## src/hdl/gpt_pkg.sv

```systemverilog
// Purpose: Shared constants and carrier types for the dual general timer.
// Assumes: 32-bit APB register window, one word per register.
// Notes:   Timer 0 sits in the low half of the window, timer 1 above it.
package gpt_pkg;

    // Geometry
    localparam int GPT_NUM_TIMERS = 2;
    localparam int GPT_CW = 16;
    localparam int GPT_DIVW = 10;
    localparam int GPT_NSRC = 4;

    // Prescale exponent saturates at this value
    localparam logic [3:0] GPT_EXP_MAX = 4'ha;

    // Clock source codes (also the index into the source vector)
    localparam logic [1:0] GPT_SRC_RC_1K = 2'h0;
    localparam logic [1:0] GPT_SRC_XTAL_32K = 2'h1;
    localparam logic [1:0] GPT_SRC_MAIN_12M = 2'h2;
    localparam logic [1:0] GPT_SRC_EXTERNAL = 2'h3;

    // APB address map (byte addresses)
    localparam logic [31:0] GPT_MAP_SIZE = 32'h0000_0020;
    localparam int GPT_TMR_BIT = 4;
    localparam int GPT_REG_MSB = 3;
    localparam int GPT_REG_LSB = 2;
    localparam logic [1:0] GPT_REG_CONFIG = 2'h0;
    localparam logic [1:0] GPT_REG_THRESHOLD = 2'h1;
    localparam logic [1:0] GPT_REG_COUNT = 2'h2;
    localparam logic [1:0] GPT_REG_STATUS = 2'h3;
    localparam logic [1:0] GPT_ALIGN_ZERO = 2'h0;

    // Reset values and count constants
    localparam logic [GPT_CW-1:0] GPT_THRESHOLD_RST = 16'h0000;
    localparam logic [GPT_CW-1:0] GPT_COUNT_RST = 16'h0000;
    localparam logic [GPT_CW-1:0] GPT_COUNT_ZERO = 16'h0000;
    localparam logic [GPT_CW-1:0] GPT_COUNT_ONE = 16'h0001;

    // Configuration word layout
    typedef struct packed {
        logic [2:0] reserved;
        logic external_gate_check;
        logic count_enable;
        logic alternating_mode;
        logic initial_direction_down;
        logic single_pass;
        logic [3:0] prescale_exponent;
        logic input_glitch_filter;
        logic clock_edge_select;
        logic [1:0] clock_source_select;
    } gpt_cfg_t;

    // Status word layout
    typedef struct packed {
        logic [12:0] reserved;
        logic dir_down;
        logic pass_done;
        logic running;
    } gpt_stat_t;

    // State of one tick generator
    typedef struct packed {
        logic [GPT_NSRC-1:0] meta;
        logic [GPT_NSRC-1:0] sync;
        logic src_prev;
        logic [GPT_DIVW-1:0] div;
        logic div_prev;
        logic edge_q;
        logic tick_q;
    } gpt_tick_st_t;

    // State of the top level
    typedef struct packed {
        logic [GPT_NUM_TIMERS-1:0] gate_meta;
        logic [GPT_NUM_TIMERS-1:0] gate_sync;
        gpt_cfg_t [GPT_NUM_TIMERS-1:0] cfg;
        gpt_cfg_t [GPT_NUM_TIMERS-1:0] act;
        logic [GPT_NUM_TIMERS-1:0][GPT_CW-1:0] top;
        logic [GPT_NUM_TIMERS-1:0][GPT_CW-1:0] cnt;
        logic [GPT_NUM_TIMERS-1:0] dir_down;
        logic [GPT_NUM_TIMERS-1:0] done;
        logic [GPT_NUM_TIMERS-1:0] en_prev;
        logic [31:0] prdata;
        logic pready;
        logic pslverr;
    } gpt_top_st_t;

    // Effective prescale exponent: 11..15 behave as 10
    function automatic logic [3:0] gpt_eff_exp(input logic [3:0] n);
        gpt_eff_exp = (n > GPT_EXP_MAX) ? GPT_EXP_MAX : n;
    endfunction

    // Address is inside the window and word aligned
    function automatic logic gpt_mapped(input logic [31:0] a);
        gpt_mapped = (a < GPT_MAP_SIZE) && (a[1:0] == GPT_ALIGN_ZERO);
    endfunction

endpackage

```

## src/hdl/gpt_top.sv

```systemverilog
// Purpose: Two independent 16-bit general timers behind an APB slave.
// Assumes: Source and mask pins are asynchronous levels; sources are slow vs pclk.
// Notes:   Zero-wait APB; prdata, pready and pslverr are registered.
`timescale 1ns/1ps
`default_nettype none
module gpt_top (
    // Clock, reset and clock enable
    input wire logic pclk,
    input wire logic presetn,
    input wire logic ce,
    // APB slave
    input wire logic psel,
    input wire logic penable,
    input wire logic pwrite,
    input wire logic [31:0] paddr,
    input wire logic [31:0] pwdata,
    output logic [31:0] prdata,
    output logic pready,
    output logic pslverr,
    // Timer clock sources
    input wire logic rc_clk_1khz,
    input wire logic xtal_clk_32k,
    input wire logic main_clk_12m,
    input wire logic first_external_clock_pin,
    input wire logic second_external_clock_pin,
    // Gate mask pins
    input wire logic first_gate_mask_pin,
    input wire logic second_gate_mask_pin,
    // Count values
    output logic [gpt_pkg::GPT_NUM_TIMERS-1:0][gpt_pkg::GPT_CW-1:0]
        timer_count
);
    import gpt_pkg::*;

    gpt_top_st_t s;
    gpt_top_st_t n;

    logic [GPT_NUM_TIMERS-1:0][GPT_NSRC-1:0] src_raw;
    logic [GPT_NUM_TIMERS-1:0] ext_clk;
    logic [GPT_NUM_TIMERS-1:0] src_edge;
    logic [GPT_NUM_TIMERS-1:0] tick;

    assign ext_clk = {second_external_clock_pin, first_external_clock_pin};

    // One tick generator per timer; both are the same block
    genvar g;
    generate
        for (g = 0; g < GPT_NUM_TIMERS; g++) begin : g_tmr
            // Source vector order follows the source codes
            assign src_raw[g][GPT_SRC_RC_1K] = rc_clk_1khz;
            assign src_raw[g][GPT_SRC_XTAL_32K] = xtal_clk_32k;
            assign src_raw[g][GPT_SRC_MAIN_12M] = main_clk_12m;
            assign src_raw[g][GPT_SRC_EXTERNAL] = ext_clk[g];

            gpt_tick u_tick (
                .pclk(pclk),
                .presetn(presetn),
                .ce(ce),
                .src_raw(src_raw[g]),
                .act(s.act[g]),
                .src_edge(src_edge[g]),
                .tick(tick[g])
            );
        end
    endgenerate

    // Next-state logic: timers first, then the bus
    always_comb begin
        logic gate_ok;
        logic setup;
        logic access;
        logic hit;
        logic [0:0] ti;
        logic [1:0] ri;
        gpt_cfg_t wcfg;
        gpt_stat_t st;
        gate_ok = 1'b0;
        setup = 1'b0;
        access = 1'b0;
        hit = 1'b0;
        ti = 1'b0;
        ri = 2'h0;
        wcfg = '0;
        st = '0;
        n = s;

        // Mask pin synchroniser; first stage feeds only the second
        n.gate_meta = {second_gate_mask_pin, first_gate_mask_pin};
        n.gate_sync = s.gate_meta;

        for (int t = 0; t < GPT_NUM_TIMERS; t++) begin
            // Configuration settings reach the counter only at a source edge
            if (src_edge[t]) begin
                n.act[t] = s.cfg[t];
            end
            n.en_prev[t] = s.act[t].count_enable;

            // Pin is consulted only when the gate bit is set
            gate_ok = !s.act[t].external_gate_check
                || s.gate_sync[t];

            if (!s.act[t].count_enable) begin
                // Disabled: count held, a finished pass is re-armed
                n.done[t] = 1'b0;
            end else if (!s.en_prev[t]) begin
                // Fresh enable loads the initial direction
                n.dir_down[t] = s.act[t].initial_direction_down;
            end else if (tick[t] && gate_ok && !s.done[t]) begin
                if (s.dir_down[t]) begin
                    if (s.cnt[t] == GPT_COUNT_ZERO) begin
                        if (s.act[t].single_pass) begin
                            n.done[t] = 1'b1;
                        end else if (s.act[t].alternating_mode) begin
                            // Turn round at zero
                            n.dir_down[t] = 1'b0;
                            if (s.top[t] != GPT_COUNT_ZERO) begin
                                n.cnt[t] = GPT_COUNT_ONE;
                            end
                        end else begin
                            n.cnt[t] = s.top[t];
                        end
                    end else begin
                        n.cnt[t] = s.cnt[t] - GPT_COUNT_ONE;
                    end
                end else begin
                    if (s.cnt[t] == s.top[t]) begin
                        if (s.act[t].single_pass) begin
                            n.done[t] = 1'b1;
                        end else if (s.act[t].alternating_mode) begin
                            // Turn round at the threshold
                            n.dir_down[t] = 1'b1;
                            if (s.cnt[t] != GPT_COUNT_ZERO) begin
                                n.cnt[t] = s.cnt[t] - GPT_COUNT_ONE;
                            end
                        end else begin
                            n.cnt[t] = GPT_COUNT_ZERO;
                        end
                    end else begin
                        n.cnt[t] = s.cnt[t] + GPT_COUNT_ONE;
                    end
                end
            end
        end

        // APB decode
        setup = psel && !penable;
        access = psel && penable && s.pready;
        hit = gpt_mapped(paddr);
        ti = paddr[GPT_TMR_BIT];
        ri = paddr[GPT_REG_MSB:GPT_REG_LSB];
        n.pready = 1'b0;
        n.pslverr = 1'b0;

        // Setup phase: answer is prepared so access needs no wait
        if (setup) begin
            n.pready = 1'b1;
            n.pslverr = !hit;
            n.prdata = '0;
            if (hit && !pwrite) begin
                unique case (ri)
                    GPT_REG_CONFIG: begin
                        n.prdata[GPT_CW-1:0] = s.cfg[ti];
                    end
                    GPT_REG_THRESHOLD: begin
                        n.prdata[GPT_CW-1:0] = s.top[ti];
                    end
                    GPT_REG_COUNT: begin
                        n.prdata[GPT_CW-1:0] = s.cnt[ti];
                    end
                    GPT_REG_STATUS: begin
                        st.dir_down = s.dir_down[ti];
                        st.pass_done = s.done[ti];
                        st.running = s.act[ti].count_enable && !s.done[ti]
                            && (!s.act[ti].external_gate_check
                            || s.gate_sync[ti]);
                        n.prdata[GPT_CW-1:0] = st;
                    end
                endcase
            end
        end

        // Access phase: writes land on the edge that sees pready
        if (access && pwrite && hit) begin
            unique case (ri)
                GPT_REG_CONFIG: begin
                    wcfg = pwdata[GPT_CW-1:0];
                    wcfg.reserved = '0;
                    if (s.cfg[ti].count_enable) begin
                        // While running only the enable bit may change
                        n.cfg[ti].count_enable = wcfg.count_enable;
                    end else begin
                        n.cfg[ti] = wcfg;
                    end
                end
                GPT_REG_THRESHOLD: begin
                    n.top[ti] = pwdata[GPT_CW-1:0];
                end
                GPT_REG_COUNT: begin
                    // Load only while fully stopped, so ticks never race it
                    if (!s.cfg[ti].count_enable
                        && !s.act[ti].count_enable) begin
                        n.cnt[ti] = pwdata[GPT_CW-1:0];
                    end
                end
                GPT_REG_STATUS: begin
                    // Status is read only; write is ignored
                end
            endcase
        end
    end

    // State register; clock enable low freezes everything
    always_ff @(posedge pclk or negedge presetn) begin
        if (!presetn) begin
            s <= '0;
        end else if (ce) begin
            s <= n;
        end
    end

    // Outputs straight from the state flops
    assign prdata = s.prdata;
    assign pready = s.pready;
    assign pslverr = s.pslverr;
    assign timer_count = s.cnt;

endmodule
`default_nettype wire

```

## src/hdl/gpt_tick.sv

```systemverilog
// Purpose: Per-timer clock source select, prescaler and edge select.
// Assumes: Source clocks are far slower than pclk and sampled as levels.
// Notes:   Emits one-cycle pulses: tick advances the counter, src_edge
//          marks any edge of the selected source.
`timescale 1ns/1ps
`default_nettype none
module gpt_tick (
    // Clock and reset
    input wire logic pclk,
    input wire logic presetn,
    input wire logic ce,
    // Raw source levels, indexed by source code
    input wire logic [gpt_pkg::GPT_NSRC-1:0] src_raw,
    // Active configuration
    input wire gpt_pkg::gpt_cfg_t act,
    // Pulses
    output logic src_edge,
    output logic tick
);
    import gpt_pkg::*;

    gpt_tick_st_t s;
    gpt_tick_st_t n;

    // Next-state logic
    always_comb begin
        logic sel;
        logic rise;
        logic lvl;
        logic [3:0] e;
        sel = 1'b0;
        rise = 1'b0;
        lvl = 1'b0;
        e = 4'h0;
        n = s;
        // Two-stage synchroniser, first stage feeds only the second
        n.meta = src_raw;
        n.sync = s.meta;
        // Source multiplexer
        sel = s.sync[act.clock_source_select];
        rise = sel & ~s.src_prev;
        n.src_prev = sel;
        n.edge_q = sel ^ s.src_prev;
        // Divider counts source rising edges
        if (rise) begin
            n.div = s.div + 10'h001;
        end
        // Divided level: bit N-1 of the counter toggles at source/2^N
        e = gpt_eff_exp(act.prescale_exponent);
        if (e == 4'h0) begin
            lvl = sel;
        end else begin
            lvl = s.div[e - 4'h1];
        end
        n.div_prev = lvl;
        // Edge select on the divided clock
        if (act.clock_edge_select) begin
            n.tick_q = ~lvl & s.div_prev;
        end else begin
            n.tick_q = lvl & ~s.div_prev;
        end
    end

    // State register
    always_ff @(posedge pclk or negedge presetn) begin
        if (!presetn) begin
            s <= '0;
        end else if (ce) begin
            s <= n;
        end
    end

    assign src_edge = s.edge_q;
    assign tick = s.tick_q;

endmodule
`default_nettype wire

```

## config.mk

```make
export PLATFORM = sky130hd
export DESIGN_NAME = gpt_top
export DESIGN_NICKNAME = d
export VERILOG_FILES = /design/src/hdl/gpt_pkg.sv /design/src/hdl/gpt_top.sv /design/src/hdl/gpt_tick.sv
export SDC_FILE = /design/constraint.sdc
export NUM_CORES = 1
export LEC_CHECK = 0
export BUFFER_PORTS_ARGS = -buffer_cell sky130_fd_sc_hd__buf_2
export CORE_ASPECT_RATIO = 0.6
export CORE_MARGIN = 2
export CORE_UTILIZATION = 48
export DETAILED_ROUTE_END_ITERATION = 12
export HOLD_SLACK_MARGIN = 0.06
export PLACE_DENSITY_LB_ADDON = 0.25
export SETUP_SLACK_MARGIN = 0.2
export SYNTH_ARGS = -nofsm -noshare
export SYNTH_HDL_FRONTEND = slang
export SYNTH_HIERARCHICAL = 1
export SYNTH_SLANG_ARGS = --single-unit
export TNS_END_PERCENT = 30
```

## constraint.sdc

```tcl
create_clock -name pclk -period 5.9 [get_ports pclk]
set_input_delay 0 -clock pclk [delete_from_list [all_inputs] [get_ports pclk]]
set_output_delay 0 -clock pclk [all_outputs]
set_load 0.03 [all_outputs]
```

==> flow_summary_export.csv, run 1 <==
group,metric,value,unit
die,die-area,0.0273,mm2
global_routing,gr-usage-all-layers,29.2,%
worst_setup_path,reg2regPathDepth,9,
power,p_comb_share,9.4,%
power,clockPowerShare,43.3,%
power,switching_share,26.0,%
timing,finalSetupTns,0,ns
timing,max_freq,244,MHz
timing,skew,0.0131,ns
route,drt-total-wl,38900,um
die,die_y,129,um
timing,setup_violations,0,
placed_design,gp_congestion,0.954,
cts,worstSkewPairLatency,0.46,ns
cts,cts_tree,"built",
timing,fin_crit,4.10,ns
worst_setup_path,crit_type,"primary input to flip-flop",
cts,cts_buffers,17,
global_routing,grt_start_max_net_pins,77,
cts,cts_hold_buf,30,
power,p_int,2.19,mW
route,vias,10800,
power,leakagePower,6.22,nW
power,power_frac_seq,47.4,%
power,peakVddDrop,0.138,mV
cts,post_cts_buffers,0,
cts,clockBufferDepth,2,
die,coreArea,0.0254,mm2
yosys,synth_cells,1321,
die,initial_core_util,49.1,%
timing,rsz0062_at_grt,"false",
cts,htreeDepth,4,
route,route.detailed.drc,0,
job,max-cap-violations,0,
placed_design,hpwl,27600,um
layout,nets,1428,
global_routing,grt_pass1_vias,9823,
global_routing,antenna_found_initial,1,
cts,cts.clk_slew.worst_paths,0.08,ns
timing,tightest_slew,1.18,ns
layout,drive_above_1_share,22.9,%
timing,finalMaxSlewViolations,0,
outcome,outcome,"completed",
layout,fin_util,53.7,%
timing,finalHoldViolations,0,
worst_setup_path,cp.required,6.22,ns
yosys,yosysWarnings,6,
die,die_x,212,um
timing,finalCritPeriodShare,69.4,%
route,viasPerCell,6.35,
power,power.density,217,mW/mm2
worst_hold_path,hold_path.class,"primary input to async pin",
yosys,syn_area_per_cell,9.45,um2
cts,cts_sinks,186,
route,ant_nets,0,
global_routing,gr-total-overflow,0,
global_routing,grt_pass1_wl,60200,um
route,drtIter0Drc,1319,
route,wl_per_cell,22.8,um
worst_setup_path,critPathLaunchType,"primary input",
worst_setup_path,end_kind,"flip-flop",
layout,area_growth,9.32,%
power,power.total,2.96,mW
power,net-switching-power,0.770,mW
die,io-pin-count,143,
route,dr.pass1.iters,5,
timing,slew_headroom,20.8,%
worst_setup_path,crit_arrival,4.42,ns
placed_design,io_buffers,110,
yosys,syn_area,0.0125,mm2
worst_setup_path,crit_fanout,25,
layout,antennaDiodeCount,0,
cts,cts_root_buffer,"clkbuf_16",
die,rows,45,
cts,cts_resized,0,
## metal layers
metal | wire (um) | global-route usage (%) | vias to the layer above
met5 | 13 | 0 | -
met4 | 671 | 6.88 | 2
met3 | 4690 | 8.88 | 52
met2 | 15500 | 39.6 | 645
met1 | 18000 | 44.9 | 5299
li1 | - | - | 4845
## worst max-delay path, cell delays in order
cell and delay, ns:
dlygate4sd3_1 0.54, buf_2 0.12, nor4_1 0.15, dlygate4sd3_1 0.59, nand2_1 0.05, dlygate4sd3_1 0.60, nor4_4 0.52, and4_1 0.97
nor2_1 0.37, a221oi_1 0.37, o21ai_0 0.14
## power by group through the flow
stage | Combinational, mW | Clock, mW | Sequential, mW
6_report | 0.277 | 1.28 | 1.40
5_1_grt | 0.307 | 1.36 | 1.41
4_1_cts | 0.278 | 1.30 | 1.40
3_5_place_dp | 0.263 | 0 | 1.42
3_3_place_gp | 0.257 | 0 | 1.42
2_1_floorplan | 0.174 | 0 | 1.41
## layout by cell type (no fill, tap or decap), types with 17 or more instances in the layout
cell type and n:
inv_1 39, mux2i_1 23, dfrtp_1 186, mux2_2 109
clkbuf_16 17, dlygate4sd3_1 30, nand3_1 39, a211oi_1 17
nand4_1 26, xor2_1 46, buf_2 109, a31oi_1 20
xnor2_1 28, nor2_1 75, a22o_1 17, nor3_1 29
nor4_1 31, o21ai_0 61, nand2_1 91, a21oi_1 69
## final cells by class
cell class | count | area (um2)
multi-input cells | 948 | 6820
flip-flops and latches | 186 | 4650
fillers | 2308 | 11800
clock buffers | 19 | 443
inverters | 39 | 146
well taps | 352 | 440
repair buffers | 150 | 935
clock inverters | 13 | 206
## state kept, by name, indices dropped and copies added, names as in the netlist
name                   flops
prdata                    16
pslverr                    1
timer_count               32
s                         88
n                          4
g_tmr.u_tick/n             8
g_tmr.u_tick/src_edge      2
g_tmr.u_tick/tick          2
g_tmr.u_tick/s            32
pready                     1
## per-stage QoR
step	hold slack [ns]	instances	area [um2]	setup WS, ns
6_report	0.153	1707	13600	1.80
5_1_grt	0.266	1707	13600	1.62
4_1_cts	0.185	1707	13600	1.92
3_5_place_dp	0.0752	1645	12700	2.52
3_3_place_gp	0.0816	1645	12700	2.57
2_1_floorplan	-0.296	1336	12500	3.36
## path summary, 6_finish.rpt
path,from,endpoint,slack [ns]
worst max-delay path,paddr[14],timer_count[30],1.80
worst max register to register,timer_count[16],timer_count[21],2.37
worst min register to register,g_tmr[0].u_tick/s[12],g_tmr[0].u_tick/s[12],0.46
min in group pclk,paddr[4],s[163],0.23
max in group asynchronous,presetn,s[159],4.49
worst min-delay path,presetn,timer_count[18],0.15
Power figures use the tool's default switching activity.
==> run 2: changes to the inputs <==
--- a/config.mk
+++ b/config.mk
@@ -5,6 +5,7 @@
 export SDC_FILE = /design/constraint.sdc
 export NUM_CORES = 1
 export LEC_CHECK = 0
+export ABC_AREA = 1
 export BUFFER_PORTS_ARGS = -buffer_cell sky130_fd_sc_hd__buf_2
 export CORE_ASPECT_RATIO = 0.6
 export CORE_MARGIN = 2
==> constraint.sdc (replaced) <==
create_clock -name pclk -period 4.1 [get_ports pclk]
set_input_delay 0 -clock pclk [delete_from_list [all_inputs] [get_ports pclk]]
set_output_delay 0 -clock pclk [all_outputs]
set_load 0.03 [all_outputs]
==> run 2 against run 1 <==
Against the previous run: cell count increased by 58%; synthesized cell count increased by 71%; clock skew decreased by 0.0040 ns; total power increased to 2.7 times the previous value; clock power increased by 42%; register-to-register slack got worse by 1.1 ns; critical path depth decreased by 2; die area increased by 15%; global-route usage increased by 1.1 points; non-clock buffer count increased by 11; routed wire length increased by 24%; sequential power increased by 91%; critical path type unchanged; largest cell class unchanged; largest power group is now combinational cells.
==> flow_summary_export.csv, run 2 <==
group,metric,value,unit
outcome,outcome,"completed",
worst_hold_path,hold_path.class,"primary input to flip-flop",
worst_setup_path,crit_type,"primary input to flip-flop",
power,power.density,520,mW/mm2
power,leakagePower,8.20,nW
cts,post_cts_buffers,0,
timing,fin_crit,2.91,ns
route,route.detailed.drc,0,
global_routing,grt_pass1_vias,13000,
timing,finalSetupTns,0,ns
cts,cts_tree,"built",
layout,final_cell_area,0.0156,mm2
timing,finalMaxSlewViolations,0,
layout,largest_reg_flops,88,
global_routing,gr-total-overflow,0,
layout,area_growth,8.08,%
timing,setup_violations,0,
timing,rsz0062_at_grt,"false",
global_routing,antenna_found_initial,0,
power,net-switching-power,3.92,mW
power,peakVddDrop,0.329,mV
power,clockPowerShare,22.5,%
route,dr.pass1.iters,6,
cts,clockBufferDepth,2,
die,die_y,138,um
worst_setup_path,crit_fanout,32,
worst_setup_path,crit_arrival,3.25,ns
timing,slew_headroom,13.1,%
placed_design,io_buffers,110,
die,coreArea,0.0297,mm2
power,power_frac_seq,32.9,%
cts,cts_sinks,186,
placed_design,post-place-ws,1.41,ns
die,rows,49,
yosys,yosysWarnings,6,
global_routing,grt_start_max_net_pins,121,
power,p_int,4.18,mW
worst_setup_path,end_kind,"flip-flop",
global_routing,gr-usage-all-layers,30.3,%
timing,finalHoldViolations,0,
job,max-cap-violations,0,
layout,regMostFlops,"s",
worst_setup_path,cp.required,4.44,ns
worst_setup_path,critPathLaunchType,"primary input",
power,switching_share,48.4,%
layout,antennaDiodeCount,0,
yosys,synth_cells,2261,
die,io-pin-count,143,
route,ant_nets,0,
cts,cts_root_buffer,"clkbuf_16",
layout,final_cell_mix,"nand2_1, nor2_1, inv_1",
timing,max_freq,343,MHz
cts,cts.clk_slew.worst_paths,0.07,ns
timing,final.setup.worst_slack,1.19,ns
die,die_x,228,um
route,viasPerCell,5.50,
layout,fill_cells,2987,
route,drt-total-wl,48200,um
timing,tightest_slew,1.29,ns
placed_design,placed_area,0.0146,mm2
die,initial_core_util,48.5,%
route,drtIter0Drc,1392,
layout,final_common_cell,"nand2_1",
placed_design,gp_congestion,1.00,
route,wl_per_cell,17.8,um
layout,drive_above_1_share,10.9,%
cts,htreeDepth,4,
cts,cts_buffers,17,
cts,cts_resized,0,
global_routing,grt_pass1_wl,74300,um
die,die-area,0.0315,mm2
yosys,syn_area,0.0144,mm2
cts,worstSkewPairLatency,0.45,ns
timing,skew,0.00908,ns
yosys,syn_area_per_cell,6.38,um2
route,vias,14900,
power,p_comb_share,44.6,%
placed_design,hpwl,35400,um
layout,nets,2366,
timing,finalCritPeriodShare,71.1,%
## run 2: cell types whose count changed in the layout (fill, tap and decap cells not counted), sizes merged, moves of 14 or more
cell    delta
nand2    +670
nor2     +198
inv      +186
o21ai    +154
nand3    +116
mux2     -106
nor4      -33
xnor2     -24
mux2i     -23
a211oi    -18
a31oi     -14
and3      -14
## run 2: path summary, 6_finish.rpt
kind | from | endpoint | slack, ns | depth (start not counted)
max in group asynchronous | presetn | timer_count[21] | 2.77 | 3
hold reg to reg | g_tmr[0].u_tick/n[16] | g_tmr[0].u_tick/n[16] | 0.47 | 2
setup / recovery | paddr[0] | s[80] | 1.19 | 9
setup reg to reg | timer_count[25] | timer_count[28] | 1.26 | 15
hold / removal | paddr[8] | prdata[13] | 0.17 | 8
min in group asynchronous | presetn | g_tmr[0].u_tick/s[10] | 0.23 | 2
## run 2: routing by layer
metal / vias up / GRT usage [%] / share of wire, %
met1: 6990 / 46.8 / 47
met4: 0 / 6.06 / 0.88
li1: 7141 / - / -
met5: - / 0 / 0
met2: 695 / 40.4 / 40
met3: 37 / 9.92 / 12
## run 2: power groups by stage
stage | clock network (mW) | logic (mW) | registers, mW
after floorplan | 0 | 3.04 | 2.29
after global placement | 0 | 3.41 | 2.67
after detailed placement | 0 | 3.48 | 2.68
after CTS | 1.84 | 3.52 | 2.65
after global routing | 1.94 | 4.00 | 2.72
final | 1.82 | 3.61 | 2.67
## run 2: what timing repair did
action	in CTS	in global routing
hold buffers	34	0
setup endpoints to repair	0	0
endpoints found under the hold margin	228	0
## run 2: worst max-delay path: stages
cell	delay, ns
dlygate4sd3_1	0.53
buf_2	0.11
or2_2	0.26
dlygate4sd3_1	0.59
nor3_4	0.37
nand2_1	0.11
nor3_2	0.18
nand2_1	0.64
o21ai_0	0.44
## run 2: final cells by class
type                       count  area, um2  area share (%)
timing repair buffer         161       1030            6.59
multi-input combinational   1685       7900            50.7
clock inverter                13        183            1.17
sequential                   186       4650            29.9
inverter                     229        860            5.52
tap                          408        510            3.28
clock buffer                  19        453            2.91
## run 2: stage by stage
stage	utilization, %	cells	hold WS (ns)	total power [mW]
finish	52.4	2701	0.167	8.10
global route	52.4	2701	0.218	8.66
CTS	52.4	2701	0.142	8.02
detailed placement	49.1	2635	0.214	6.16
global placement	49.1	2635	0.206	6.08
floorplan	-	2276	-0.296	5.33
